==> src/rtl/pin_mux_pkg.sv <==
// Package for the pin-function multiplexer: modes, widths, pin positions.
// Assumes a single clock domain and no software-visible registers.
package pin_mux_pkg;

    // ------------------------------------------------------------
    // Widths and counts
    // ------------------------------------------------------------
    localparam int PORT_W = 8;
    localparam int P3_W = 4;
    localparam int NUM_PORTS = 9;
    localparam int NUM_CS = 5;

    // ------------------------------------------------------------
    // Processor modes
    // ------------------------------------------------------------
    typedef enum logic [1:0] {
        MODE_SINGLE = 2'h0,
        MODE_EXPAND = 2'h1,
        MODE_MICRO = 2'h3
    } proc_mode_t;

    // ------------------------------------------------------------
    // Pin positions
    // ------------------------------------------------------------
    localparam int P0_ADDR_LO = 6;
    localparam int P0_READY_SAMPLE_STROBE = 5;
    localparam int P3_WEL = 0;
    localparam int P3_WEH = 1;
    localparam int P3_ALE = 2;
    localparam int P3_BUS_GRANT_ACKNOWLEDGE = 3;
    localparam int P4_HOLD = 0;
    localparam int P4_RDY = 1;
    localparam int P4_CLK = 2;
    localparam int P6_TA4_OUT = 0;
    localparam int P6_SUBCLK = 7;
    localparam int P7_UART2_TX = 2;
    localparam int P7_UART2_CLK = 4;
    localparam int P7_SUB_OSCILLATOR_OUTPUT = 6;
    localparam int P8_UART0_TX = 2;
    localparam int P8_UART1_TX = 6;

    // ------------------------------------------------------------
    // Reset values
    // ------------------------------------------------------------
    localparam logic [7:0] DIR_RESET = 8'h00;
    localparam logic [7:0] DATA_RESET = 8'h00;

endpackage

==> src/rtl/port_regs.sv <==
// Port data and direction registers, one byte each per port.
// Assumes writes arrive as one-cycle strobes from the core side.
module port_regs #(
    parameter int N = 9
) (
    // Clock and reset
    input wire logic clk,
    input wire logic sys_rst,
    // Write side
    input wire logic [N-1:0] data_we,
    input wire logic [N-1:0] dir_we,
    input wire logic [7:0] wdata,
    // Register contents
    output logic [N*8-1:0] data_q,
    output logic [N*8-1:0] dir_q
);
    import pin_mux_pkg::*;

    // ------------------------------------------------------------
    // Per-port storage
    // ------------------------------------------------------------
    genvar g;
    generate
        for (g = 0; g < N; g++) begin : g_port
            // Direction clears to input on reset
            always_ff @(posedge clk) begin
                if (sys_rst) begin
                    dir_q[g*8 +: 8] <= DIR_RESET;
                    data_q[g*8 +: 8] <= DATA_RESET;
                end else begin
                    if (dir_we[g]) dir_q[g*8 +: 8] <= wdata;
                    if (data_we[g]) data_q[g*8 +: 8] <= wdata;
                end
            end
        end
    endgenerate
endmodule // port_regs

==> src/rtl/pin_mux.sv <==
// Pin-function multiplexer for all multi-purpose port pins.
// Assumes bus and peripheral signals come from internal blocks on clk.
// Notes on behaviour
// - Mode pin low: single/expansion; high: microprocessor
// - Reset input low holds reset state
// - Enable pin: bus status, else read strobe
// - Width pin low 16-bit, high 8-bit
// - Single-chip port 0: eight per-bit-direction pins
// - All port pins inputs after reset; in expansion modes ports 0 and 3 drive from the first clock after reset
// - Expansion port 0: chip selects, ready strobe, A16-A17
// - Port 1: address/high data, or address only
// - Port 2 multiplexes low address and data
// - Port 3: write strobes, latch strobe, hold acknowledge
// - Port 4: hold, ready in; clock out
// - Memory expansion only: P42 may be I/O
// - Port 5: timers A0-A3, key interrupts
// - Port 6: timer A4, interrupts, timer B, subclock
// - Port 7: analog inputs, third UART
// - P76/P77 as sub-oscillator output and input
// - Port 8 carries first and second UART
module pin_mux (
    // Clock and reset
    input wire logic clk,
    input wire logic sys_rst,
    input wire logic reset_n,
    // Mode straps
    input wire logic processor_mode_select_pin,
    input wire logic expansion_request,
    input wire logic byte_width_pin,
    input wire logic p42_as_port,
    // Port register writes
    input wire logic [8:0] data_we,
    input wire logic [8:0] dir_we,
    input wire logic [7:0] wdata,
    // Bus side
    input wire logic bus_busy,
    input wire logic bus_read,
    input wire logic bus_addr_phase,
    input wire logic [17:0] bus_addr,
    input wire logic [15:0] bus_wdata,
    input wire logic bus_drive_data,
    input wire logic [4:0] chip_select_outputs,
    input wire logic ready_sample_strobe,
    input wire logic write_strobe_low_half,
    input wire logic write_strobe_high_half,
    input wire logic addr_latch_strobe,
    input wire logic bus_grant_acknowledge,
    input wire logic bus_clock,
    // Peripheral side
    input wire logic [3:0] timer_a_out,
    input wire logic [3:0] timer_a_out_en,
    input wire logic timer_a4_out,
    input wire logic timer_a4_out_en,
    input wire logic sub_clock,
    input wire logic sub_clock_en,
    input wire logic sub_osc_en,
    input wire logic sub_oscillator_output,
    input wire logic [2:0] uart_en,
    input wire logic [2:0] uart_tx,
    input wire logic [2:0] uart_clk_out,
    input wire logic [2:0] uart_clk_out_en,
    // Pins: inputs, outputs, enables
    input wire logic [71:0] pin_in,
    output logic [71:0] pin_out,
    output logic [71:0] pin_oe,
    output logic enable_pin,
    // Decoded inputs for peripherals and bus
    output logic [15:0] bus_rdata,
    output logic bus_hold_request,
    output logic bus_ready,
    output logic [7:0] timer_a_in,
    output logic [3:0] key_interrupt_inputs,
    output logic [2:0] external_interrupt_inputs,
    output logic [2:0] timer_b_in,
    output logic [7:0] analog_inputs,
    output logic [2:0] uart_rx,
    output logic sub_oscillator_input,
    output logic wide_bus,
    output pin_mux_pkg::proc_mode_t mode
);
    import pin_mux_pkg::*;

    // ------------------------------------------------------------
    // Mode decode
    // ------------------------------------------------------------
    logic in_reset;
    logic ext_mode;
    logic mem_exp;
    proc_mode_t next_mode;
    assign in_reset = sys_rst | ~reset_n;
    assign next_mode = processor_mode_select_pin ? MODE_MICRO :
                       (expansion_request ? MODE_EXPAND : MODE_SINGLE);
    assign ext_mode = (mode != MODE_SINGLE);
    assign mem_exp = (mode == MODE_EXPAND);

    // Mode is caught while reset is held
    always_ff @(posedge clk) begin
        if (in_reset) begin
            mode <= next_mode;
        end
    end

    // Width sampled in expansion modes only
    always_ff @(posedge clk) begin
        if (in_reset) begin
            wide_bus <= 1'b0;
        end else begin
            wide_bus <= ext_mode & ~byte_width_pin;
        end
    end

    // ------------------------------------------------------------
    // Port registers
    // ------------------------------------------------------------
    logic [71:0] data_q;
    logic [71:0] dir_q;
    port_regs #(.N(NUM_PORTS)) i_port_regs (
        .clk(clk),
        .sys_rst(in_reset),
        .data_we(data_we),
        .dir_we(dir_we),
        .wdata(wdata),
        .data_q(data_q),
        .dir_q(dir_q)
    );

    // ------------------------------------------------------------
    // Alternate-function claims: alt_sel, alt_oe, alt_val per pin
    // ------------------------------------------------------------
    logic [71:0] alt_sel;
    logic [71:0] alt_oe;
    logic [71:0] alt_val;
    logic [7:0] p0_alt;
    logic [7:0] p1_alt;
    logic [7:0] p2_alt;
    logic [7:0] p3_alt;
    logic [7:0] p4_val;
    logic [7:0] p4_sel;
    logic [7:0] p4_oe;
    logic clk_on_p42;
    logic [7:0] p5_sel;
    logic [7:0] p6_sel;
    logic [7:0] p7_sel;
    logic [7:0] p7_val;
    logic [7:0] p8_sel;
    logic [7:0] p8_val;

    // Port 0: chip selects, ready strobe, top address bits
    assign p0_alt = {bus_addr[17:16], ready_sample_strobe, chip_select_outputs};
    // Port 1: high address in address phase or on a byte bus, else high data
    assign p1_alt = (bus_addr_phase | ~wide_bus) ? bus_addr[15:8] : bus_wdata[15:8];
    // Port 2: low address, else low data
    assign p2_alt = bus_addr_phase ? bus_addr[7:0] : bus_wdata[7:0];
    // Port 3: strobes and hold acknowledge
    assign p3_alt = {4'h0, bus_grant_acknowledge, addr_latch_strobe,
                     write_strobe_high_half, write_strobe_low_half};
    // Port 4: P40/P41 inputs, P42 clock unless freed in expansion
    assign clk_on_p42 = ext_mode & ~(mem_exp & p42_as_port);
    assign p4_sel = {5'h00, clk_on_p42, ext_mode, ext_mode};
    assign p4_oe = {5'h00, clk_on_p42, 2'h0};
    assign p4_val = {5'h00, bus_clock, 2'h0};
    // Port 5: timer A0-A3 outputs on even pins
    assign p5_sel = {1'b0, timer_a_out_en[3], 1'b0, timer_a_out_en[2],
                     1'b0, timer_a_out_en[1], 1'b0, timer_a_out_en[0]};
    // Port 6: timer A4 out, subclock out on P67
    assign p6_sel = {sub_clock_en, 6'h00, timer_a4_out_en};
    // Port 7: third UART and sub-oscillator
    assign p7_sel = {sub_osc_en, sub_osc_en, 1'b0, uart_clk_out_en[2] & uart_en[2],
                     1'b0, uart_en[2], 2'h0};
    assign p7_val = {1'b0, sub_oscillator_output, 1'b0, uart_clk_out[2],
                     1'b0, uart_tx[2], 2'h0};
    // Port 8: first and second UART
    // Transmit pins kept off the receive pins P81 and P85
    assign p8_sel = {uart_clk_out_en[1] & uart_en[1], uart_en[1], 2'h0,
                     uart_clk_out_en[0] & uart_en[0], uart_en[0], 2'h0};
    assign p8_val = {uart_clk_out[1], uart_tx[1], 2'h0,
                     uart_clk_out[0], uart_tx[0], 2'h0};

    // Whole-pin claim, enable and value vectors (port 0 in low byte)
    assign alt_sel = {p8_sel, p7_sel, p6_sel, p5_sel, p4_sel,
                      {8{ext_mode}}, {8{ext_mode}}, {8{ext_mode}}, {8{ext_mode}}};
    assign alt_oe = {p8_sel, p7_sel & 8'h7f, p6_sel, p5_sel, p4_oe,
                     {4'h0, {4{ext_mode}}},
                     {8{ext_mode & (bus_addr_phase | bus_drive_data)}},
                     {8{ext_mode & (bus_addr_phase | bus_drive_data | ~wide_bus)}},
                     {8{ext_mode}}};
    assign alt_val = {p8_val, p7_val, sub_clock, 6'h00, timer_a4_out,
                      1'b0, timer_a_out[3], 1'b0, timer_a_out[2],
                      1'b0, timer_a_out[1], 1'b0, timer_a_out[0],
                      p4_val, p3_alt, p2_alt, p1_alt, p0_alt};

    // ------------------------------------------------------------
    // Per-pin selection between port registers and alternate function
    // ------------------------------------------------------------
    logic [71:0] next_out;
    logic [71:0] next_oe;
    genvar b;
    generate
        for (b = 0; b < 72; b++) begin : g_pin
            // Port 3 upper pins do not exist
            if (b >= 28 && b < 32) begin : g_none
                assign next_out[b] = 1'b0;
                assign next_oe[b] = 1'b0;
            end else begin : g_real
                assign next_out[b] = alt_sel[b] ? alt_val[b] : data_q[b];
                assign next_oe[b] = alt_sel[b] ? alt_oe[b] : dir_q[b];
            end
        end
    endgenerate

    // Registered pin drivers; all inputs during reset
    always_ff @(posedge clk) begin
        if (in_reset) begin
            pin_out <= 72'h0;
            pin_oe <= 72'h0;
        end else begin
            pin_out <= next_out;
            pin_oe <= next_oe;
        end
    end

    // Enable pin: access status, or read strobe in expansion modes
    always_ff @(posedge clk) begin
        if (in_reset) begin
            enable_pin <= 1'b1;
        end else if (ext_mode) begin
            enable_pin <= ~bus_read;
        end else begin
            enable_pin <= ~bus_busy;
        end
    end

    // ------------------------------------------------------------
    // Input routing to bus and peripherals
    // ------------------------------------------------------------
    always_ff @(posedge clk) begin
        if (in_reset) begin
            bus_rdata <= 16'h0000;
            bus_hold_request <= 1'b0;
            bus_ready <= 1'b1;
        end else begin
            bus_rdata <= {wide_bus ? pin_in[15:8] : 8'h00, pin_in[23:16]};
            bus_hold_request <= ext_mode & ~pin_in[32 + P4_HOLD];
            bus_ready <= ~ext_mode | pin_in[32 + P4_RDY];
        end
    end

    // Peripheral inputs
    always_ff @(posedge clk) begin
        if (in_reset) begin
            timer_a_in <= 8'h00;
            key_interrupt_inputs <= 4'hf;
            external_interrupt_inputs <= 3'h7;
            timer_b_in <= 3'h0;
            analog_inputs <= 8'h00;
            uart_rx <= 3'h7;
            sub_oscillator_input <= 1'b0;
        end else begin
            timer_a_in <= pin_in[47:40];
            key_interrupt_inputs <= pin_in[47:44];
            timer_b_in <= pin_in[55:53];
            external_interrupt_inputs <= pin_in[52:50];
            analog_inputs <= pin_in[63:56];
            uart_rx <= {pin_in[59], pin_in[69], pin_in[65]};
            sub_oscillator_input <= sub_osc_en & pin_in[63];
        end
    end

    // ------------------------------------------------------------
    // Assertions
    // ------------------------------------------------------------
    a_reset_inputs: assert property (@(posedge clk)
        $past(in_reset) |-> pin_oe == 72'h0)
        else $error("Pins not inputs after reset");
    a_mode_micro: assert property (@(posedge clk)
        in_reset && processor_mode_select_pin |=> mode == MODE_MICRO)
        else $error("Mode pin high did not select microprocessor mode");
    a_reset_hold: assert property (@(posedge clk)
        !reset_n |=> pin_oe == 72'h0 && enable_pin)
        else $error("Reset input low did not hold reset");
    a_p0_cs_drive: assert property (@(posedge clk) disable iff (in_reset)
        ext_mode && !$past(in_reset) |=> pin_oe[4:0] == 5'h1f)
        else $error("Chip selects not driven");
    a_p42_free: assert property (@(posedge clk) disable iff (in_reset)
        mode == MODE_MICRO |-> ##1 (pin_oe[34] || $past(in_reset)))
        else $error("Clock output freed in microprocessor mode");
    a_enable_read: assert property (@(posedge clk) disable iff (in_reset)
        ext_mode && bus_read |=> !enable_pin)
        else $error("Read strobe not asserted");
    a_single_dir: assert property (@(posedge clk) disable iff (in_reset)
        mode == MODE_SINGLE |=> pin_oe[7:0] == $past(dir_q[7:0]))
        else $error("Port 0 direction not from register");
    a_wel_out: assert property (@(posedge clk) disable iff (in_reset)
        ext_mode |=> pin_out[24] == $past(write_strobe_low_half))
        else $error("Low write strobe not on port 3");
    a_width: assert property (@(posedge clk) disable iff (in_reset)
        ext_mode && byte_width_pin |=> !wide_bus)
        else $error("Byte pin high did not select 8-bit bus");
endmodule // pin_mux

==> config.mk <==
export PLATFORM = sky130hd
export DESIGN_NAME = pin_mux
export DESIGN_NICKNAME = d
export VERILOG_FILES = /design/src/rtl/pin_mux_pkg.sv /design/src/rtl/port_regs.sv /design/src/rtl/pin_mux.sv
export SDC_FILE = /design/constraint.sdc
export NUM_CORES = 1
export LEC_CHECK = 0
export CAP_MARGIN = 10
export CORE_MARGIN = 10
export CORE_UTILIZATION = 62
export CTS_CLUSTER_SIZE = 40
export DETAILED_ROUTE_END_ITERATION = 12
export DONT_BUFFER_PORTS = 1
export PLACE_DENSITY_LB_ADDON = 0.1
export SLEW_MARGIN = 20
export SYNTH_ARGS = -nofsm -noshare
export SYNTH_HDL_FRONTEND = slang
export SYNTH_HIERARCHICAL = 1
export SYNTH_SLANG_ARGS = --single-unit
==> constraint.sdc <==
create_clock -name clk -period 1.7 [get_ports clk]
set_input_delay 0.17 -clock clk [delete_from_list [all_inputs] [get_ports clk]]
set_output_delay 0.17 -clock clk [all_outputs]
set_load 0.1 [all_outputs]
==> impl_metrics.yaml, run 1 <==
floorplanning:
  rows: 47
  io_pins: 376
  initial_core_util: 0.639
  core_region_area_um2: 16700
  die_x_um: 151
  fp.dieArea_um2: 22900
  fp.dieH_um: 151
placement:
  pre_cts_ws_ns: 0.300
  dp.final_hpwl_um: 20400
  gp_congestion: 0.873
  placed_cells: 1283
  port_buffers: 0
sta:
  worstMarginPinSlew_ns: 1.20
  setup_violations: 0
  setup_ws_ns: 0.000280
  min_period_over_period: 1.00
  max_slew_margin: 0.196
  drv_slew: 0
  period_needed_ns: 1.70
  rsz0062_at_grt: "true"
  max_freq_mhz: 588
  hold_viol_final: 0
  finClkSkew_ns: 0.0180
critical_path:
  r2r-start: "mode[0]"
  start_kind: "input port"
  startpoint: "sys_rst"
  path_delay_family: "buffers and inverters"
  critPathCaptureType: "flip-flop"
  required_ns: 2.17
  r2r_slack_ns: 0.13
  r2r_cells: 4
  worstPathMaxFanout: 75
  cp.arrival_ns: 2.17
  crit_path_cell_trace: "dlygate4sd3_1, nor2b_4, inv_6, buf_12, a21oi_1, dlygate4sd3_1"
  crit_path_end: "pin_out[67]"
  path_depth: 6
  path_buf_inv: 4
  critPathMostFrequentCell: "dlygate4sd3_1"
  critPathMaxStageDelay_ns: 0.58
  worst_path_max_delay_cell: "dlygate4sd3_1"
  path_class: "input port to flip-flop"
  r2r_end: "pin_out[34]"
cts:
  cts.sinks: 324
  clk_latency_ns: 0.54
  htree_levels: 1
  cts.path.max_buffers: 3
  root_buffer: "clkbuf_16"
  clkSlewWorstSetupHoldPaths_ns: 0.07
  cts_tree: "done"
  cts_made_buffers: 30
grt:
  grt_start_max_net_pins: 110
  overflow: 0
  grtUsageTotal: 0.315
  grt_pass1_vias: 9082
  grt_first_pass_wirelength_um: 55200
  antenna_found_initial: 5
detailed_routing:
  drt_iter0_markers: 503
  vias_per_cell: 5.55
  wl_per_cell_um: 25.2
  drc: 0
  postRouteAntennaNets: 0
  wl_um: 37800
  route.vias.total: 8322
  detailedRoute.firstPassIterationCount: 5
final_layout:
  instances_no_fill: 1499
  syn_to_final_growth_pct: 36.3
  fin_util: 0.871
  final_layout_size_suffix_gt1_frac: 0.221
  num-fill-cells: 721
  fin_nets: 1432
power:
  ir_drop_mv: 1.15
  power_density_nw_per_um2: 1210
  leakagePower_nw: 6.72
min_path:
  hold_class: "input port to flip-flop"
  min_from: "bus_drive_data"
synth:
  yosysWarningCount: 6
  synthCells: 942
  syn_area_um2: 10700
  syn_area_per_cell_um2: 11.3
status:
  status: "finished clean"
flow_run:
  cap_violations: 0
==> worst min path at each step <==
| stage | endpoint | slack [ns] | depth (start not counted) |
|---|---|---|---|
| 4_1_cts | pin_oe[8] | 0.01 | 3 |
| 2_1_floorplan | wide_bus | 0.23 | 1 |
| 3_5_place_dp | wide_bus | 0.24 | 1 |
| 6_report | pin_oe[8] | 0.04 | 3 |
| 3_3_place_gp | wide_bus | 0.24 | 1 |
| 5_1_grt | pin_oe[14] | 0.04 | 3 |
==> report_power, final <==
group	switching, mW	internal (mW)
Combinational	1.98	0.754
Sequential	0.134	7.87
Clock	2.92	3.97
==> state kept, by name, summed over array words and instances (netlist names) <==
signal	count
key_interrupt_inputs	4
analog_inputs	8
timer_b_in	3
i_port_regs/dir_q	68
timer_a_in	8
i_port_regs/data_q	68
bus_ready	1
bus_hold_request	1
wide_bus	1
uart_rx	3
external_interrupt_inputs	3
pin_out	68
enable_pin	1
bus_rdata	16
mode	2
pin_oe	68
sub_oscillator_input	1
==> cell usage in the layout (no fill, tap or decap), drive strengths merged, types with 3 or more instances in the layout <==
cell / n
and2: 73
nor2: 175
dlygate4sd3: 148
inv: 5
a21o: 16
nand2b: 10
o2bb2ai: 16
nand3: 3
clkinv: 6
nor3: 3
mux2i: 162
conb: 8
buf: 203
clkbuf: 40
dfxtp: 322
and3: 13
nand2: 30
dlymetal6s4s: 3
a22o: 12
diode: 6
a21oi: 7
bufinv: 3
nor2b: 3
==> stage by stage <==
step / setup TNS, ns / power (mW) / cell area (um2) / hold WS [ns]
2_1_floorplan: -1.05 / 10.1 / 10700 / 0.235
3_3_place_gp: 0 / 10.3 / 12000 / 0.238
3_5_place_dp: 0 / 10.3 / 12000 / 0.238
4_1_cts: 0 / 17.4 / 14500 / 0.0145
5_1_grt: -0.0243 / 18.0 / 14500 / 0.0395
6_report: 0 / 17.6 / 14500 / 0.0362
==> per-layer routing <==
layer  part of all wire  track usage  vias to the layer above
li1                   -            -                     3683
met1               0.34        0.327                     3969
met2               0.51        0.556                      517
met3              0.097        0.101                      147
met4              0.050        0.164                        6
met5            0.00093            0                        -
==> area by class of cell <==
| class | instances | area (um2) | share of cell area |
|---|---|---|---|
| diodes | 6 | 15.0 | 0.00103 |
| clock buffers | 40 | 850 | 0.0584 |
| clock inverters | 13 | 151 | 0.0104 |
| inverters | 2 | 12.5 | 0.000860 |
| multi-input cells | 540 | 3640 | 0.250 |
| flip-flops and latches | 324 | 6510 | 0.447 |
| well taps | 220 | 275 | 0.0189 |
| repair buffers | 354 | 3090 | 0.212 |
==> tightest hold or removal path: stages <==
cell      delay, ns
inv_1          0.07
a211oi_4       0.12
a21o_1         0.17
==> repair_timing <==
action                     CTS  global route
setup endpoints to repair    0             5
hold endpoints to repair   246             0
buffers inserted             0             5
hold buffers               152             0
gates resized for setup      0             3
Power figures use the tool's default switching activity.
==> inputs of run 2 (changes only) <==
--- a/config.mk
+++ b/config.mk
@@ -5,6 +5,7 @@
 export SDC_FILE = /design/constraint.sdc
 export NUM_CORES = 1
 export LEC_CHECK = 0
+export ABC_AREA = 1
 export CAP_MARGIN = 10
 export CORE_MARGIN = 10
 export CORE_UTILIZATION = 62
==> impl_metrics.yaml, run 2 <==
status:
  status: "finished clean"
critical_path:
  start_kind: "flip-flop"
  path_class: "flip-flop to flip-flop"
  worstPathMaxFanout: 15
  path_delay_family: "buffers and inverters"
  required_ns: 2.09
  path_buf_inv: 3
  critPathMaxStageDelay_ns: 0.56
  cp.arrival_ns: 1.99
  critPathCaptureType: "flip-flop"
  crit_path_cell_trace: "inv_2, nand2_2, buf_4, nand3_1, dlygate4sd3_1, nand2_1, nor2_1"
  worst_path_max_delay_cell: "dlygate4sd3_1"
power:
  ir_drop_mv: 1.10
  power_density_nw_per_um2: 1250
  power.total_mw: 18.7
  leakagePower_nw: 7.24
grt:
  grt_start_max_net_pins: 49
  grtUsageTotal: 0.304
  overflow: 0
  antenna_found_initial: 3
  grt_first_pass_wirelength_um: 57600
  grt_pass1_vias: 10400
cts:
  cts_setup_buffers: 0
  cts.path.max_buffers: 3
  cts_made_buffers: 34
  root_buffer: "clkbuf_16"
  clk_latency_ns: 0.50
  clkSlewWorstSetupHoldPaths_ns: 0.07
  htree_levels: 2
  cts_tree: "done"
  cts.sinks: 324
sta:
  hold_viol_final: 0
  min_period_over_period: 0.943
  worstMarginPinSlew_ns: 0.672
  max_slew_margin: 0.550
  finClkSkew_ns: 0.0180
  drv_slew: 0
  setup_tns_ns: 0
  setup_violations: 0
  period_needed_ns: 1.60
  fin_hold_ws_ns: 0.0446
  max_freq_mhz: 624
  rsz0062_at_grt: "false"
detailed_routing:
  vias_per_cell: 5.16
  detailedRoute.firstPassIterationCount: 10
  wl_um: 38200
  route.vias.total: 10300
  wl_per_cell_um: 19.2
  postRouteAntennaNets: 0
  drc: 0
  drt_iter0_markers: 899
floorplanning:
  io_pins: 376
  rows: 48
  fp.dieH_um: 153
  die_x_um: 153
  initial_core_util: 0.636
  core_region_area_um2: 17400
  fp.dieArea_um2: 23600
placement:
  port_buffers: 0
  gp_congestion: 0.787
  dp.final_hpwl_um: 20100
  placed_cells: 1786
final_layout:
  fin_nets: 1920
  final_layout_size_suffix_gt1_frac: 0.158
  final_cell_mix: "nand2_1, nor2_1, dfxtp_1"
  final_common_cell: "nand2_1"
  instances_no_fill: 1992
  num-fill-cells: 854
  syn_to_final_growth_pct: 35.5
synth:
  synthCells: 1447
  yosysWarningCount: 6
  syn_area_per_cell_um2: 7.63
  syn_area_um2: 11000
flow_run:
  cap_violations: 0
min_path:
  hold_class: "input port to flip-flop"
[run 2: layout make-up]
type / count / area (um2) / area share
Antenna cell: 3 / 7.51 / 0.000501
Clock buffer: 48 / 1010 / 0.0678
Clock inverter: 12 / 166 / 0.0111
Inverter: 116 / 438 / 0.0293
Multi-Input combinational cell: 922 / 3570 / 0.238
Sequential cell: 324 / 6510 / 0.435
Tap cell: 225 / 282 / 0.0188
Timing Repair Buffer: 342 / 2990 / 0.200
[run 2: what timing repair did]
action | 4_1_cts | 5_1_grt
hold buffers | 144 | 0
setup endpoints to repair | 0 | 2
gates resized for setup | 0 | 2
hold endpoints to repair | 261 | 0
[run 2: stage by stage]
stage	utilization	setup WS (ns)	instance area, um2
floorplan	-	0.00538	11100
global placement	0.712	0.462	12300
detailed placement	0.712	0.415	12300
CTS	0.863	0.00895	15000
global route	0.863	0.00156	15000
finish	0.863	0.0967	15000
[run 2: tightest hold or removal path: stages]
cell,delay [ns]
nor2_2,0.02
buf_4,0.23
nand2_1,0.09
[run 2: worst paths after layout]
check | startpoint | endpoint | slack, ns | cells past startpoint
max reg2reg | mode[1] | pin_out[34] | 0.1 | 7
max | mode[1] | pin_out[34] | 0.1 | 7
min | sys_rst | key_interrupt_inputs[0] | 0.04 | 3
min reg2reg | i_port_regs/data_q[68] | pin_out[68] | 0.42 | 2
[run 2: where the power goes]
part	internal, mW	leakage (nW)	switching, mW
Clock	4.77	0.585	2.96
Combinational	0.704	4.00	2.17
Sequential	7.91	2.66	0.150
Total	13.4	7.24	5.28
[run 2: layer usage]
metal,GRT usage,vias up,part of all wire
met1,0.318,4744,0.35
met5,0,-,0
met4,0.154,0,0.048
met2,0.535,606,0.50
met3,0.0976,120,0.10
li1,-,4805,-
